===== src/rtl/asr_consts.svh =====
// Offsets, field positions, reset values and timing counts of the serial receiver.
// Included by bare name; holds definitions only.
`ifndef ASR_CONSTS_SVH
`define ASR_CONSTS_SVH

// Word-aligned byte offsets on the register bus
`define ASR_OFS_CTRL      4'h0
`define ASR_OFS_STATUS    4'h4
`define ASR_OFS_DATA      4'h8
`define ASR_OFS_BAUD      4'hC

// Control register fields
`define ASR_CTRL_PORT_EN  0
`define ASR_CTRL_RX_EN    1
`define ASR_CTRL_SYNC     2
`define ASR_CTRL_NINE     3
`define ASR_CTRL_ADDR     4
`define ASR_CTRL_RIE      5
`define ASR_CTRL_PERIPHERAL_INTERRUPT_ENABLE     6
`define ASR_CTRL_GIE      7
`define ASR_CTRL_RST      8'h00

// Status register fields
`define ASR_ST_NINTH      0
`define ASR_ST_OVR        1
`define ASR_ST_FRAMING_ERROR_FLAG       2
`define ASR_ST_PEND       3
`define ASR_ST_IDLE       4

// Sample tick period in system clocks, minus one
`define ASR_BAUD_RST      16'h0040

// Oversampling: 16 ticks per bit, vote three ticks around the centre
`define ASR_OVS_LAST      4'hF
`define ASR_START_VOTE    4'h8
`define ASR_DATA_BITS     4'h8
`define ASR_FIFO_DEPTH    2'h2

`endif


===== src/rtl/asr_pkg.sv =====
// Types shared by the serial receiver modules.
// Assumes nothing beyond a SystemVerilog compiler.
package asr_pkg;
  typedef enum logic [1:0] {
    ASR_IDLE,
    ASR_START,
    ASR_DATA,
    ASR_STOP
  } asr_state_e;
endpackage : asr_pkg


===== src/rtl/asr_samp_if.sv =====
// Carrier between the receiver core and its line sampler.
// Assumes both ends run on the one system clock.
`timescale 1ns/1ps
interface asr_samp_if;
  logic        enable;      // Port enabled, tick divider runs
  logic [15:0] divisor;     // Tick period minus one
  logic        tick;        // One-cycle pulse, sixteen per bit
  logic        line;        // Line level at the latest tick
  logic        vote;        // Majority of the latest three tick samples

  modport sampler (input enable, input divisor, output tick, output line, output vote);
  modport core    (output enable, output divisor, input tick, input line, input vote);
endinterface : asr_samp_if


===== src/rtl/asr_receiver.sv =====
// Asynchronous serial receiver with two-entry FIFO and Avalon-MM register slave.
// Assumes a remote transmitter idles the line high; one 10 MHz clock, async active-low reset.
//
// Behaviour
// (RQ1) Falling edge while idle starts a character
// (RQ2) Start not low at centre: silent abort
// (RQ3) Full bit steps, majority vote, shift in
// (RQ4) Low stop sample marks framing error
// (RQ5) After stop, push character, raise pending
// (RQ6) Data read returns and pops oldest
// (RQ7) Pending equals enabled and FIFO nonempty
// (RQ8) Interrupt needs pending and three enables
// (RQ9) Framing bit stored per entry, head shown
// (RQ10) Framing error never blocks; pop advances it
// (RQ11) Port disable clears framing; no interrupt
// (RQ12) Third character into full FIFO: overrun
// (RQ13) Overrun blocks pushes; enables clear it
// (RQ14) Nine-bit mode shifts nine; ninth exposed
// (RQ15) Address detect keeps ninth-bit-set characters only; filters in nine-bit mode only, eight-bit mode keeps all
// (RQ16) Software drops address detect after match
// (RQ17) Software enables port, then reception
// (RQ18) Status shows errors and ninth bit
// (RQ19) Data assembled least significant first
// (RQ20) Sixteen ticks per bit, one shift
// (RQ21) Active only with both enables, async mode
// (RQ22) Vote over three ticks around centre
`timescale 1ns/1ps
`include "asr_consts.svh"
module asr_receiver (
  input  wire logic        clk_sys_in,
  input  wire logic        reset_n_in,
  input  wire logic        receive_line_in,
  input  wire logic [3:0]  avs_address_in,
  input  wire logic        avs_read_in,
  input  wire logic        avs_write_in,
  input  wire logic [31:0] avs_writedata_in,
  input  wire logic [3:0]  avs_byteenable_in,
  output logic      [31:0] avs_readdata_out,
  output logic             avs_waitrequest_out,
  output logic             irq_out
);
  asr_samp_if samp ();

  asr_sampler u_sampler (
    .clk_sys_in      (clk_sys_in),
    .reset_n_in      (reset_n_in),
    .receive_line_in (receive_line_in),
    .samp            (samp)
  );

  logic [7:0]         ctrl;
  logic [15:0]        baud;
  logic               ack_q;
  logic               pop_arm;
  asr_pkg::asr_state_e state;
  logic [3:0]         tick_cnt;
  logic [3:0]         bit_cnt;
  logic [8:0]         receive_shift_register;
  logic [9:0]         fifo_mem [2];
  logic               rd_ptr;
  logic               wr_ptr;
  logic [1:0]         count;
  logic               overrun_error_flag;
  logic               line_prev;           // Line level at the previous tick, for edge search

  // Control fields
  wire port_enable                 = ctrl[`ASR_CTRL_PORT_EN];
  wire receive_enable              = ctrl[`ASR_CTRL_RX_EN];
  wire nine_bit_receive_select     = ctrl[`ASR_CTRL_NINE];
  wire address_detect_enable       = ctrl[`ASR_CTRL_ADDR];
  wire receive_interrupt_enable    = ctrl[`ASR_CTRL_RIE];
  wire peripheral_interrupt_enable = ctrl[`ASR_CTRL_PERIPHERAL_INTERRUPT_ENABLE];
  wire global_interrupt_enable     = ctrl[`ASR_CTRL_GIE];
  wire sync_mode                   = ctrl[`ASR_CTRL_SYNC];
  wire rx_active = port_enable & receive_enable & ~sync_mode; // RQ21

  // Sampler runs whenever the port is on
  assign samp.enable  = port_enable;
  assign samp.divisor = baud;

  // Bus decode; every access takes exactly one wait cycle so read data can be registered
  wire bus_req   = avs_read_in | avs_write_in;
  wire capture   = bus_req & ~ack_q;
  wire sel_ctrl  = (avs_address_in == `ASR_OFS_CTRL);
  wire sel_stat  = (avs_address_in == `ASR_OFS_STATUS);
  wire sel_data  = (avs_address_in == `ASR_OFS_DATA);
  wire sel_baud  = (avs_address_in == `ASR_OFS_BAUD);
  wire wr_ctrl   = ack_q & avs_write_in & sel_ctrl & avs_byteenable_in[0];
  wire wr_baud_l = ack_q & avs_write_in & sel_baud & avs_byteenable_in[0];
  wire wr_baud_h = ack_q & avs_write_in & sel_baud & avs_byteenable_in[1];
  wire pop       = ack_q & avs_read_in & pop_arm; // RQ6
  assign avs_waitrequest_out = bus_req & ~ack_q;

  // Head entry view: {framing, ninth, data}
  wire [9:0] head          = fifo_mem[rd_ptr];
  wire       fifo_nonempty = (count != 2'h0);
  wire       fifo_full     = (count == `ASR_FIFO_DEPTH);
  wire       framing_error_flag  = fifo_nonempty & head[9];           // RQ9
  wire       received_ninth_bit  = fifo_nonempty & head[8];           // RQ14
  wire       receive_pending_flag = rx_active & fifo_nonempty;        // RQ7
  wire       rx_idle = (state == asr_pkg::ASR_IDLE);

  // Status and read mux
  wire [31:0] status_word = {27'h0, rx_idle, receive_pending_flag, framing_error_flag,
                             overrun_error_flag, received_ninth_bit}; // RQ18
  wire [31:0] data_word   = fifo_nonempty ? {24'h0, head[7:0]} : 32'h0;
  wire [31:0] rd_mux      = sel_ctrl ? {24'h0, ctrl} :
                            sel_stat ? status_word :
                            sel_data ? data_word :
                            sel_baud ? {16'h0, baud} : 32'h0;

  // Interrupt request: framing errors alone never reach it
  assign irq_out = receive_pending_flag & receive_interrupt_enable &
                   peripheral_interrupt_enable & global_interrupt_enable; // RQ8 RQ11

  // Receiver timing decisions
  // Ticks are gated by the enables so a disable that lands on the stop tick cannot push
  wire tick        = samp.tick & rx_active;
  wire start_edge  = rx_idle & tick & ~samp.line & line_prev;           // RQ1
  wire start_check = (state == asr_pkg::ASR_START) & tick & (tick_cnt == `ASR_START_VOTE);
  wire bit_centre  = tick & (tick_cnt == `ASR_OVS_LAST);                // RQ20
  wire data_sample = (state == asr_pkg::ASR_DATA) & bit_centre;
  wire stop_sample = (state == asr_pkg::ASR_STOP) & bit_centre;
  wire [3:0] n_bits = nine_bit_receive_select ? (`ASR_DATA_BITS + 4'h1) : `ASR_DATA_BITS; // RQ14
  wire [8:0] char9  = nine_bit_receive_select ? receive_shift_register
                                              : {1'b0, receive_shift_register[8:1]};
  wire addr_reject  = address_detect_enable & nine_bit_receive_select & ~char9[8]; // RQ15
  wire accept       = stop_sample & ~addr_reject & ~overrun_error_flag;            // RQ13
  wire push         = accept & ~fifo_full;                                          // RQ5
  wire set_overrun  = accept & fifo_full;                                           // RQ12

  // Bus handshake and registered read data
  always_ff @(posedge clk_sys_in or negedge reset_n_in) begin
    if (!reset_n_in) begin
      ack_q            <= 1'b0;
      pop_arm          <= 1'b0;
      avs_readdata_out <= 32'h0;
    end else begin
      ack_q <= capture;
      if (capture) begin
        avs_readdata_out <= avs_read_in ? rd_mux : 32'h0;
        pop_arm          <= avs_read_in & sel_data & fifo_nonempty;
      end
    end
  end

  // Software registers
  always_ff @(posedge clk_sys_in or negedge reset_n_in) begin
    if (!reset_n_in) begin
      ctrl <= `ASR_CTRL_RST;
      baud <= `ASR_BAUD_RST;
    end else begin
      if (wr_ctrl) ctrl <= avs_writedata_in[7:0];
      if (wr_baud_l) baud[7:0] <= avs_writedata_in[7:0];
      if (wr_baud_h) baud[15:8] <= avs_writedata_in[15:8];
    end
  end

  // Bit recovery state machine
  always_ff @(posedge clk_sys_in or negedge reset_n_in) begin
    if (!reset_n_in) begin
      state     <= asr_pkg::ASR_IDLE;
      tick_cnt  <= 4'h0;
      bit_cnt   <= 4'h0;
      line_prev <= 1'b1;
      receive_shift_register <= 9'h000;
    end else if (!rx_active) begin
      state     <= asr_pkg::ASR_IDLE;
      tick_cnt  <= 4'h0;
      bit_cnt   <= 4'h0;
      line_prev <= 1'b1;
    end else begin
      if (tick) line_prev <= samp.line;
      if (tick && !rx_idle) tick_cnt <= tick_cnt + 4'h1;
      case (state)
        asr_pkg::ASR_IDLE: begin
          if (start_edge) begin
            state    <= asr_pkg::ASR_START; // RQ1
            tick_cnt <= 4'h0;
          end
        end
        asr_pkg::ASR_START: begin
          if (start_check) begin
            state    <= samp.vote ? asr_pkg::ASR_IDLE : asr_pkg::ASR_DATA; // RQ2 RQ22
            tick_cnt <= 4'h0;
            bit_cnt  <= 4'h0;
          end
        end
        asr_pkg::ASR_DATA: begin
          if (data_sample) begin
            receive_shift_register <= {samp.vote, receive_shift_register[8:1]}; // RQ3 RQ19
            bit_cnt <= bit_cnt + 4'h1;
            if (bit_cnt + 4'h1 == n_bits) state <= asr_pkg::ASR_STOP;
          end
        end
        asr_pkg::ASR_STOP: begin
          if (stop_sample) state <= asr_pkg::ASR_IDLE; // RQ10
        end
        default: state <= asr_pkg::ASR_IDLE;
      endcase
    end
  end

  // FIFO entry write; framing bit travels with its character
  // No reset: an entry is only shown while count says it holds data
  always_ff @(posedge clk_sys_in) begin
    if (push) fifo_mem[wr_ptr] <= {~samp.vote, char9}; // RQ4 RQ9
  end

  // FIFO pointers and overrun; port disable flushes everything, receive disable only overrun
  always_ff @(posedge clk_sys_in or negedge reset_n_in) begin
    if (!reset_n_in) begin
      rd_ptr <= 1'b0;
      wr_ptr <= 1'b0;
      count  <= 2'h0;
      overrun_error_flag <= 1'b0;
    end else if (!port_enable) begin
      rd_ptr <= 1'b0; // RQ11
      wr_ptr <= 1'b0;
      count  <= 2'h0;
      overrun_error_flag <= 1'b0;
    end else begin
      if (push) wr_ptr <= ~wr_ptr;
      if (pop) rd_ptr <= ~rd_ptr; // RQ6
      count <= count + {1'b0, push} - {1'b0, pop};
      if (set_overrun) overrun_error_flag <= 1'b1; // RQ12
      else if (!receive_enable) overrun_error_flag <= 1'b0; // RQ13
    end
  end
endmodule : asr_receiver


===== src/rtl/asr_sampler.sv =====
// Line sampler: three-stage synchroniser, 16x tick divider and 2-of-3 majority.
// Assumes the receive line is asynchronous to clk_sys_in.
`timescale 1ns/1ps
`include "asr_consts.svh"
module asr_sampler (
  input  wire logic   clk_sys_in,
  input  wire logic   reset_n_in,
  input  wire logic   receive_line_in,
  asr_samp_if.sampler samp
);
  logic        sync_a;      // Metastable stage, read only by sync_b
  logic        sync_b;
  logic        sync_c;
  logic        line_level;
  logic [15:0] div_cnt;
  logic [2:0]  hist;
  logic        tick_q;

  wire div_wrap = (div_cnt >= samp.divisor);

  // Three flops; a change is taken only once the last two agree
  always_ff @(posedge clk_sys_in or negedge reset_n_in) begin
    if (!reset_n_in) begin
      sync_a     <= 1'b1;
      sync_b     <= 1'b1;
      sync_c     <= 1'b1;
      line_level <= 1'b1;
    end else begin
      sync_a <= receive_line_in;
      sync_b <= sync_a;
      sync_c <= sync_b;
      if (sync_b == sync_c) begin
        line_level <= sync_c;
      end
    end
  end

  // Tick divider; history and tick flop move together so the core sees a consistent vote
  always_ff @(posedge clk_sys_in or negedge reset_n_in) begin
    if (!reset_n_in) begin
      div_cnt <= 16'h0000;
      hist    <= 3'h7;
      tick_q  <= 1'b0;
    end else if (!samp.enable) begin
      div_cnt <= 16'h0000;
      hist    <= 3'h7;
      tick_q  <= 1'b0;
    end else begin
      div_cnt <= div_wrap ? 16'h0000 : div_cnt + 16'h0001;
      tick_q  <= div_wrap;
      if (div_wrap) begin
        hist <= {hist[1:0], line_level};
      end
    end
  end

  // Level seen in at least two of three ticks
  assign samp.tick = tick_q;
  assign samp.line = hist[0];
  assign samp.vote = (hist[0] & hist[1]) | (hist[1] & hist[2]) | (hist[0] & hist[2]);
endmodule : asr_sampler


===== config.mk =====
export PLATFORM = sky130hd
export DESIGN_NAME = asr_receiver
export DESIGN_NICKNAME = d
export VERILOG_FILES = /design/src/rtl/asr_pkg.sv /design/src/rtl/asr_samp_if.sv /design/src/rtl/asr_receiver.sv /design/src/rtl/asr_sampler.sv
export VERILOG_INCLUDE_DIRS = /design/src /design/src/rtl
export SDC_FILE = /design/constraint.sdc
export NUM_CORES = 1
export LEC_CHECK = 0
export CAP_MARGIN = 5
export CORE_UTILIZATION = 54
export DETAILED_ROUTE_END_ITERATION = 6
export DONT_BUFFER_PORTS = 1
export PLACE_DENSITY = 0.69
export SLEW_MARGIN = 20
export SYNTH_ARGS = -nofsm -noshare
export SYNTH_HDL_FRONTEND = slang
export SYNTH_SLANG_ARGS = --single-unit

===== constraint.sdc =====
create_clock -name clk_sys_in -period 4.3 [get_ports clk_sys_in]
set_input_delay 0.43 -clock clk_sys_in [delete_from_list [all_inputs] [get_ports clk_sys_in]]
set_output_delay 0.43 -clock clk_sys_in [all_outputs]
set_load 0.02 [all_outputs]

### Yosys cells after proc, flatten, opt, wreduce, memory -nomap -nowiden

Memory sizes are Yosys's and may differ from the RTL's.
Index checks and enable logic that the tools add are counted.

| storage, ports and cells | value |
|---|---|
| register bits | 107 |
| bits in writable memories | 20 |
| input port bits | 45 |
| output and inout bits | 34 |
| logic and storage cells | 151 |
| memories | 1 |

| operators by class | value |
|---|---|
| add/subtract/negate cells | 5 |
| order comparisons | 1 |
| eq/ne operators | 22 |
| muxes and demuxes | 42 |
| bitwise operators | 50 |
| reductions and logical operators | 8 |

Memory list:

| name | words | width | read ports | clocked after Yosys merged registers in | write ports | RTL line | RTL |
|---|---|---|---|---|---|---|---|
| fifo_mem | 2 | 10 | 1 | 0 | 1 | asr_receiver.sv:59 | `logic [9:0] fifo_mem [2];` |

Operators with widths:

| kind | number |
|---|---|
| 16-bit 2-to-1 mux | 7 |
| 1-bit AND | 37 |
| 4-bit 2-to-1 mux | 7 |
| 16-bit by 1-bit adder with 16-bit output, second input constant | 1 |
| 4-bit equality test, second input constant | 4 |
| 16-bit >= comparator | 1 |
| 2-bit 2-to-1 mux | 8 |
| 4-bit case mux with 2 select lines | 2 |
| 1-bit 2-to-1 mux | 13 |
| 1-bit NOT | 10 |
| 9-bit 2-to-1 mux | 1 |
| 3-bit by 2-bit != test with 1-bit output, second input constant | 3 |
| 3-bit != test, second input constant | 3 |
| 4-bit by 1-bit adder with 4-bit output, second input constant | 2 |
| 8-bit 2-to-1 mux | 1 |
| 2-bit by 1-bit != test with 1-bit output, second input constant | 4 |
| 2-bit case mux with 4 select lines | 1 |
| 2-bit equality test, second input constant | 3 |
| 3-bit 2-to-1 mux | 2 |
| 3-bit AND reduction | 2 |
| 5-bit AND reduction | 1 |
| 4-bit by 3-bit equality test with 1-bit output, second input constant | 1 |
| 4-bit equality test | 1 |
| 4-bit zero test | 1 |
| other kinds (10) | 12 |

### Longest topological paths before layout

| logic depth | value |
|---|---|
| depth after elaboration | 11 |
| depth in mapped cells | 11 |
| gate-level depth less buffers | 11 |

### Modules after synthesis

From an unflattened synthesis, not the netlist that was laid out.

| unflattened totals | value |
|---|---|
| cells, all modules | 492 |
| area, all modules | 5571.6 µm² |

By module, submodules not included:

| module | times used | cells an instance | area each (µm²) | seq. area each (µm²) |
|---|---|---|---|---|
| asr_receiver | 1 | 344 | 4139.0 | 2279.7 |
| asr_sampler | 1 | 148 | 1432.6 | 609.3 |

### Worst setup path after synthesis

OpenSTA, ideal clock, no wires.

| timing | value |
|---|---|
| path type | flip-flop to flip-flop |
| from | register tick_cnt[0] |
| to | register count[1] |
| data arrival time | 2.036 ns |
| required time | 4.168 ns |
| slack | 2.133 ns |
| cell stages (with the launch flop) | 12 |
| path through | dfrtp_1 ha_1 and4_1 nand2_1 nor4_2 inv_1 ha_1 inv_1 ha_1 xor2_1 xnor2_1 nor2_1 |

| on the way | value |
|---|---|
| word-level cells in the longest chain between the ends | 9 |

Ends and longest elaborated chain:

| what | RTL line | RTL |
|---|---|---|
| from (decl) | asr_receiver.sv:56 | `logic [3:0] tick_cnt;` |
| from (signal assigned) | asr_receiver.sv:174 | `if (tick && !rx_idle) tick_cnt <= tick_cnt + 4'h1;` |
| 4-bit equality test (no line) | - |  |
| 1-bit AND | asr_receiver.sv:121 | `` wire bit_centre = tick & (tick_cnt == `ASR_OVS_LAST); `` |
| 1-bit AND | asr_receiver.sv:123 | `wire stop_sample = (state == asr_pkg::ASR_STOP) & bit_centre;` |
| 1-bit AND (2 in a row) | asr_receiver.sv:128 | `wire accept = stop_sample & ~addr_reject & ~overrun_error_flag;` |
| 1-bit AND | asr_receiver.sv:129 | `wire push = accept & ~fifo_full;` |
| 2-bit by 1-bit adder with 2-bit output | asr_receiver.sv:225 | `count <= count + {1'b0, push} - {1'b0, pop};` |
| 2-bit by 1-bit subtractor with 2-bit output | asr_receiver.sv:225 |  |
| 2-bit 2-to-1 mux | asr_receiver.sv:217 | `end else if (!port_enable) begin` |
| to (signal assigned) | asr_receiver.sv:225 |  |
| to (decl) | asr_receiver.sv:62 | `logic [1:0] count;` |

No other way between the ends.
A chain may end at the register's enable or synchronous reset.

### Final worst setup path

| timing | value |
|---|---|
| from | register tick_cnt[0] |
| to | memory fifo_mem[0][3] (enable) |

| on the way | value |
|---|---|
| word-level cells in the longest chain between the ends | 8 |

Ends and longest elaborated chain:

| what | RTL line | RTL |
|---|---|---|
| 4-bit equality test (no line) | - |  |
| 1-bit AND | asr_receiver.sv:121 |  |
| 1-bit AND | asr_receiver.sv:123 |  |
| 1-bit AND (2 in a row) | asr_receiver.sv:128 |  |
| 1-bit AND | asr_receiver.sv:129 |  |
| 1-bit 2-to-1 mux | asr_receiver.sv:207 | `if (push) fifo_mem[wr_ptr] <= {~samp.vote, char9};` |
| 1-bit 2-to-1 mux (implied by the code) | asr_receiver.sv:207 |  |
| to (decl) | asr_receiver.sv:59 |  |

No other way between the ends.

==> flow_summary.json <==
{
  "slew_viol_final": 0,
  "fmax_mhz": 388.9,
  "critPathTopFamily": "simple AND/OR/NAND/NOR gates",
  "p_per_area_mw_per_mm2": 374.0,
  "detailroute.via_count": 3435,
  "required_ps": 4300,
  "cts_sinks": 111,
  "clkTransAtPathRegs_ps": 100,
  "dpl.hpwl_um": 7625,
  "place_congestion": 0.8603,
  "area_delta_synth_final_pct": 5.240,
  "drive_above_1_share_pct": 13.61,
  "ios": 79,
  "die_y_um": 102.2,
  "outcome": "finished, final reports clean",
  "clockBufferDepth": 2,
  "numCtsBuffers": 9,
  "fp-row-count": 36,
  "grt_pass1_wl_um": 16930,
  "core_sq_mm": 0.009729,
  "synth_cell_types": 53,
  "grt_max_degree": 92,
  "ant_nets": 0,
  "overflow": 0,
  "max-cap-violations": 0,
  "relSlewSlack_pct": 40.61,
  "ys_async_sr_fraction_pct": 81.98,
  "end_kind": "flop",
  "grt_pass1_vias": 3303,
  "syn_area_per_cell_sq_um": 11.29,
  "synth_seq_cells": 111,
  "cts_max_level": 3,
  "io_buffer_count": 0,
  "crit_chain": "ha_1 -> and4_1 -> nand2_1 -> nor4_2 -> inv_1 -> nor2_1",
  "ys_warn_count": 0,
  "fin_hold_ws_ps": 51.21,
  "cts_setup_buffers": 0,
  "critPathKind": "reg2reg",
  "dieArea_sq_mm": 0.01044,
  "hold_viol": 0,
  "timing.final.crit_share_pct": 59.80,
  "cts_root_buf": "clkbuf_8",
  "synthesis.area_sq_mm": 0.005420,
  "worst_pin_slew_ps": 887.6,
  "drt_iter0_drc": 312,
  "wire_per_inst_um": 16.84,
  "drt_wl_total_um": 10410,
  "syn_inst": 480,
  "final.setup_skew_ps": 13.65,
  "yosysSeqAreaShare_pct": 53.30,
  "antenna_found_initial": 0,
  "final.setup.tns_ps": 0,
  "first_pass_iters": 4,
  "power_leakage_nw": 2.473,
  "vias_per_cell": 5.558,
  "clock_latency_ps": 370,
  "path_buf_inv": 1,
  "nets": 547,
  "synth_edf_count": 20,
  "vdd_drop_max_mv": 0.2492,
  "setup_violations": 0,
  "crit_path_start_kind": "flop",
  "grt_use_total_pct": 21.59,
  "antenna_cells": 0,
  "hold_class": "in2reg",
  "crit_arrival_ps": 2570,
  "worstPathMaxFanout": 10,
  "worst_path_max_delay_cell": "nor2_1",
  "tritoncts": "built",
  "initial_core_util_pct": 55.71,
  "die_w_um": 102.2,
  "synth_ff_type": "dfrtp_1",
  "worst_path_largest_cell_delay_ps": 690,
  "drc": 0,
  "postCtsResizedCells": 0,
  "min_period_ps": 2571,
  "rsz0062_at_grt": "no"
}
## worst paths after layout
kind                                   from                         to  slack [ps]  depth (start not counted)
setup reg to reg                tick_cnt[0]             fifo_mem[0][3]        1730                          6
max in group asynchronous        reset_n_in                    baud[6]        3250                          2
setup / recovery                tick_cnt[0]             fifo_mem[0][3]        1730                          6
min in group asynchronous        reset_n_in  receive_shift_register[0]         630                          2
hold / removal              receive_line_in           u_sampler.sync_a          50                          0
hold reg to reg            u_sampler.sync_a           u_sampler.sync_b         360                          0
## flip-flops by register name, summed over array words and instances, names as in the netlist, 3 cells and up
name,cells
u_sampler.div_cnt,16
avs_readdata_out,16
receive_shift_register,9
tick_cnt,4
fifo_mem,20
u_sampler.hist,3
ctrl,8
bit_cnt,4
baud,16
## routing by layer
layer | track usage [%] | up-vias | share of wire [%]
met3 | 7.250 | 8 | 8.8
met1 | 31.64 | 1651 | 47
met2 | 30.20 | 99 | 44
met4 | 6.703 | 0 | 1.0
met5 | 0 | - | 0
li1 | - | 1677 | -
## cell usage after synthesis, types with 6 or more instances
| cell type | number | area share (%) |
|---|---|---|
| nand4_1 | 10 | 1.2 |
| buf_4 | 18 | 2.5 |
| nand2_1 | 38 | 2.6 |
| a22oi_1 | 7 | 0.97 |
| xnor2_1 | 12 | 1.9 |
| edfxtp_1 | 20 | 11 |
| nand3_1 | 11 | 1.0 |
| a22o_1 | 14 | 2.3 |
| ha_1 | 22 | 5.1 |
| xor2_1 | 11 | 1.8 |
| mux2i_1 | 11 | 2.0 |
| inv_1 | 27 | 1.9 |
| dfrtp_1 | 82 | 38 |
| and2_1 | 7 | 0.81 |
| o21ai_0 | 30 | 2.8 |
| mux2_2 | 29 | 6.0 |
| a21oi_1 | 10 | 0.92 |
| nor3_1 | 6 | 0.55 |
| nor2_1 | 45 | 3.1 |
| buf_2 | 6 | 0.55 |
| dfstp_2 | 9 | 4.4 |
## final cells by class
class / count / area [sq um]
clock buffers: 10 / 137.6
clock inverters: 6 / 73.82
fillers: 850 / 4025
inverters: 27 / 101.3
multi-input cells: 329 / 2298
flip-flops and latches: 111 / 2889
well taps: 133 / 166.4
repair buffers: 2 / 37.54
## power breakdown
part | switching, W | internal, W
Sequential | 0.0000786 | 0.00114
Clock | 0.000359 | 0.000294
Combinational | 0.000158 | 0.000104
## cell usage in the layout, fill, tap and decap left out, types with 2 or more instances in the layout
cell,count
a211oi_1,3
a22o_1,14
o21ai_0,30
clkinvlp_4,2
nand2_1,38
clkbuf_8,10
a222oi_1,2
nor3_1,6
o22ai_1,5
or2_2,3
and4_1,5
nor2b_1,5
dfstp_2,9
ha_1,22
nand3_1,11
nand4_1,10
inv_1,27
xor2_1,11
inv_6,2
and3_1,3
a32o_1,2
mux2i_1,11
a21o_1,2
and2_1,7
dfrtp_1,82
maj3_1,2
a21oi_1,10
a22oi_1,7
xnor2_1,12
conb_1,16
nor2_1,45
mux2_2,29
edfxtp_1,20
## repair_timing
action | 4_1_cts | 5_1_grt
hold buffers | 2 | 0
endpoints found under the setup margin | 0 | 0
endpoints found under the hold margin | 91 | 0
## logic make-up (layout without fill, tap and decap cells)
family	Yosys count	count (layout)	synth area share, %
buf+inv	55	45	5.332
other cells	1	16	0.06919
mux	40	40	8.056
flops	111	111	53.30
simple gates	144	144	13.87
fa+ha+maj	24	24	5.448
compound gates	82	82	10.20
xor+xnor	23	23	3.716
## per-stage QoR
| step | cell area, sq um | utilization, % | total power [W] | setup WS [ps] | std cells |
|---|---|---|---|---|---|
| floorplan | 5477 | - | 0.001433 | 2133 | 495 |
| global placement | 5455 | 56.07 | 0.001465 | 1781 | 600 |
| detailed placement | 5455 | 56.07 | 0.001481 | 1680 | 600 |
| CTS | 5704 | 58.63 | 0.002161 | 1680 | 618 |
| global route | 5704 | 58.63 | 0.002243 | 1499 | 618 |
| finish | 5704 | 58.63 | 0.002133 | 1729 | 618 |
Power figures use the tool's default switching activity.
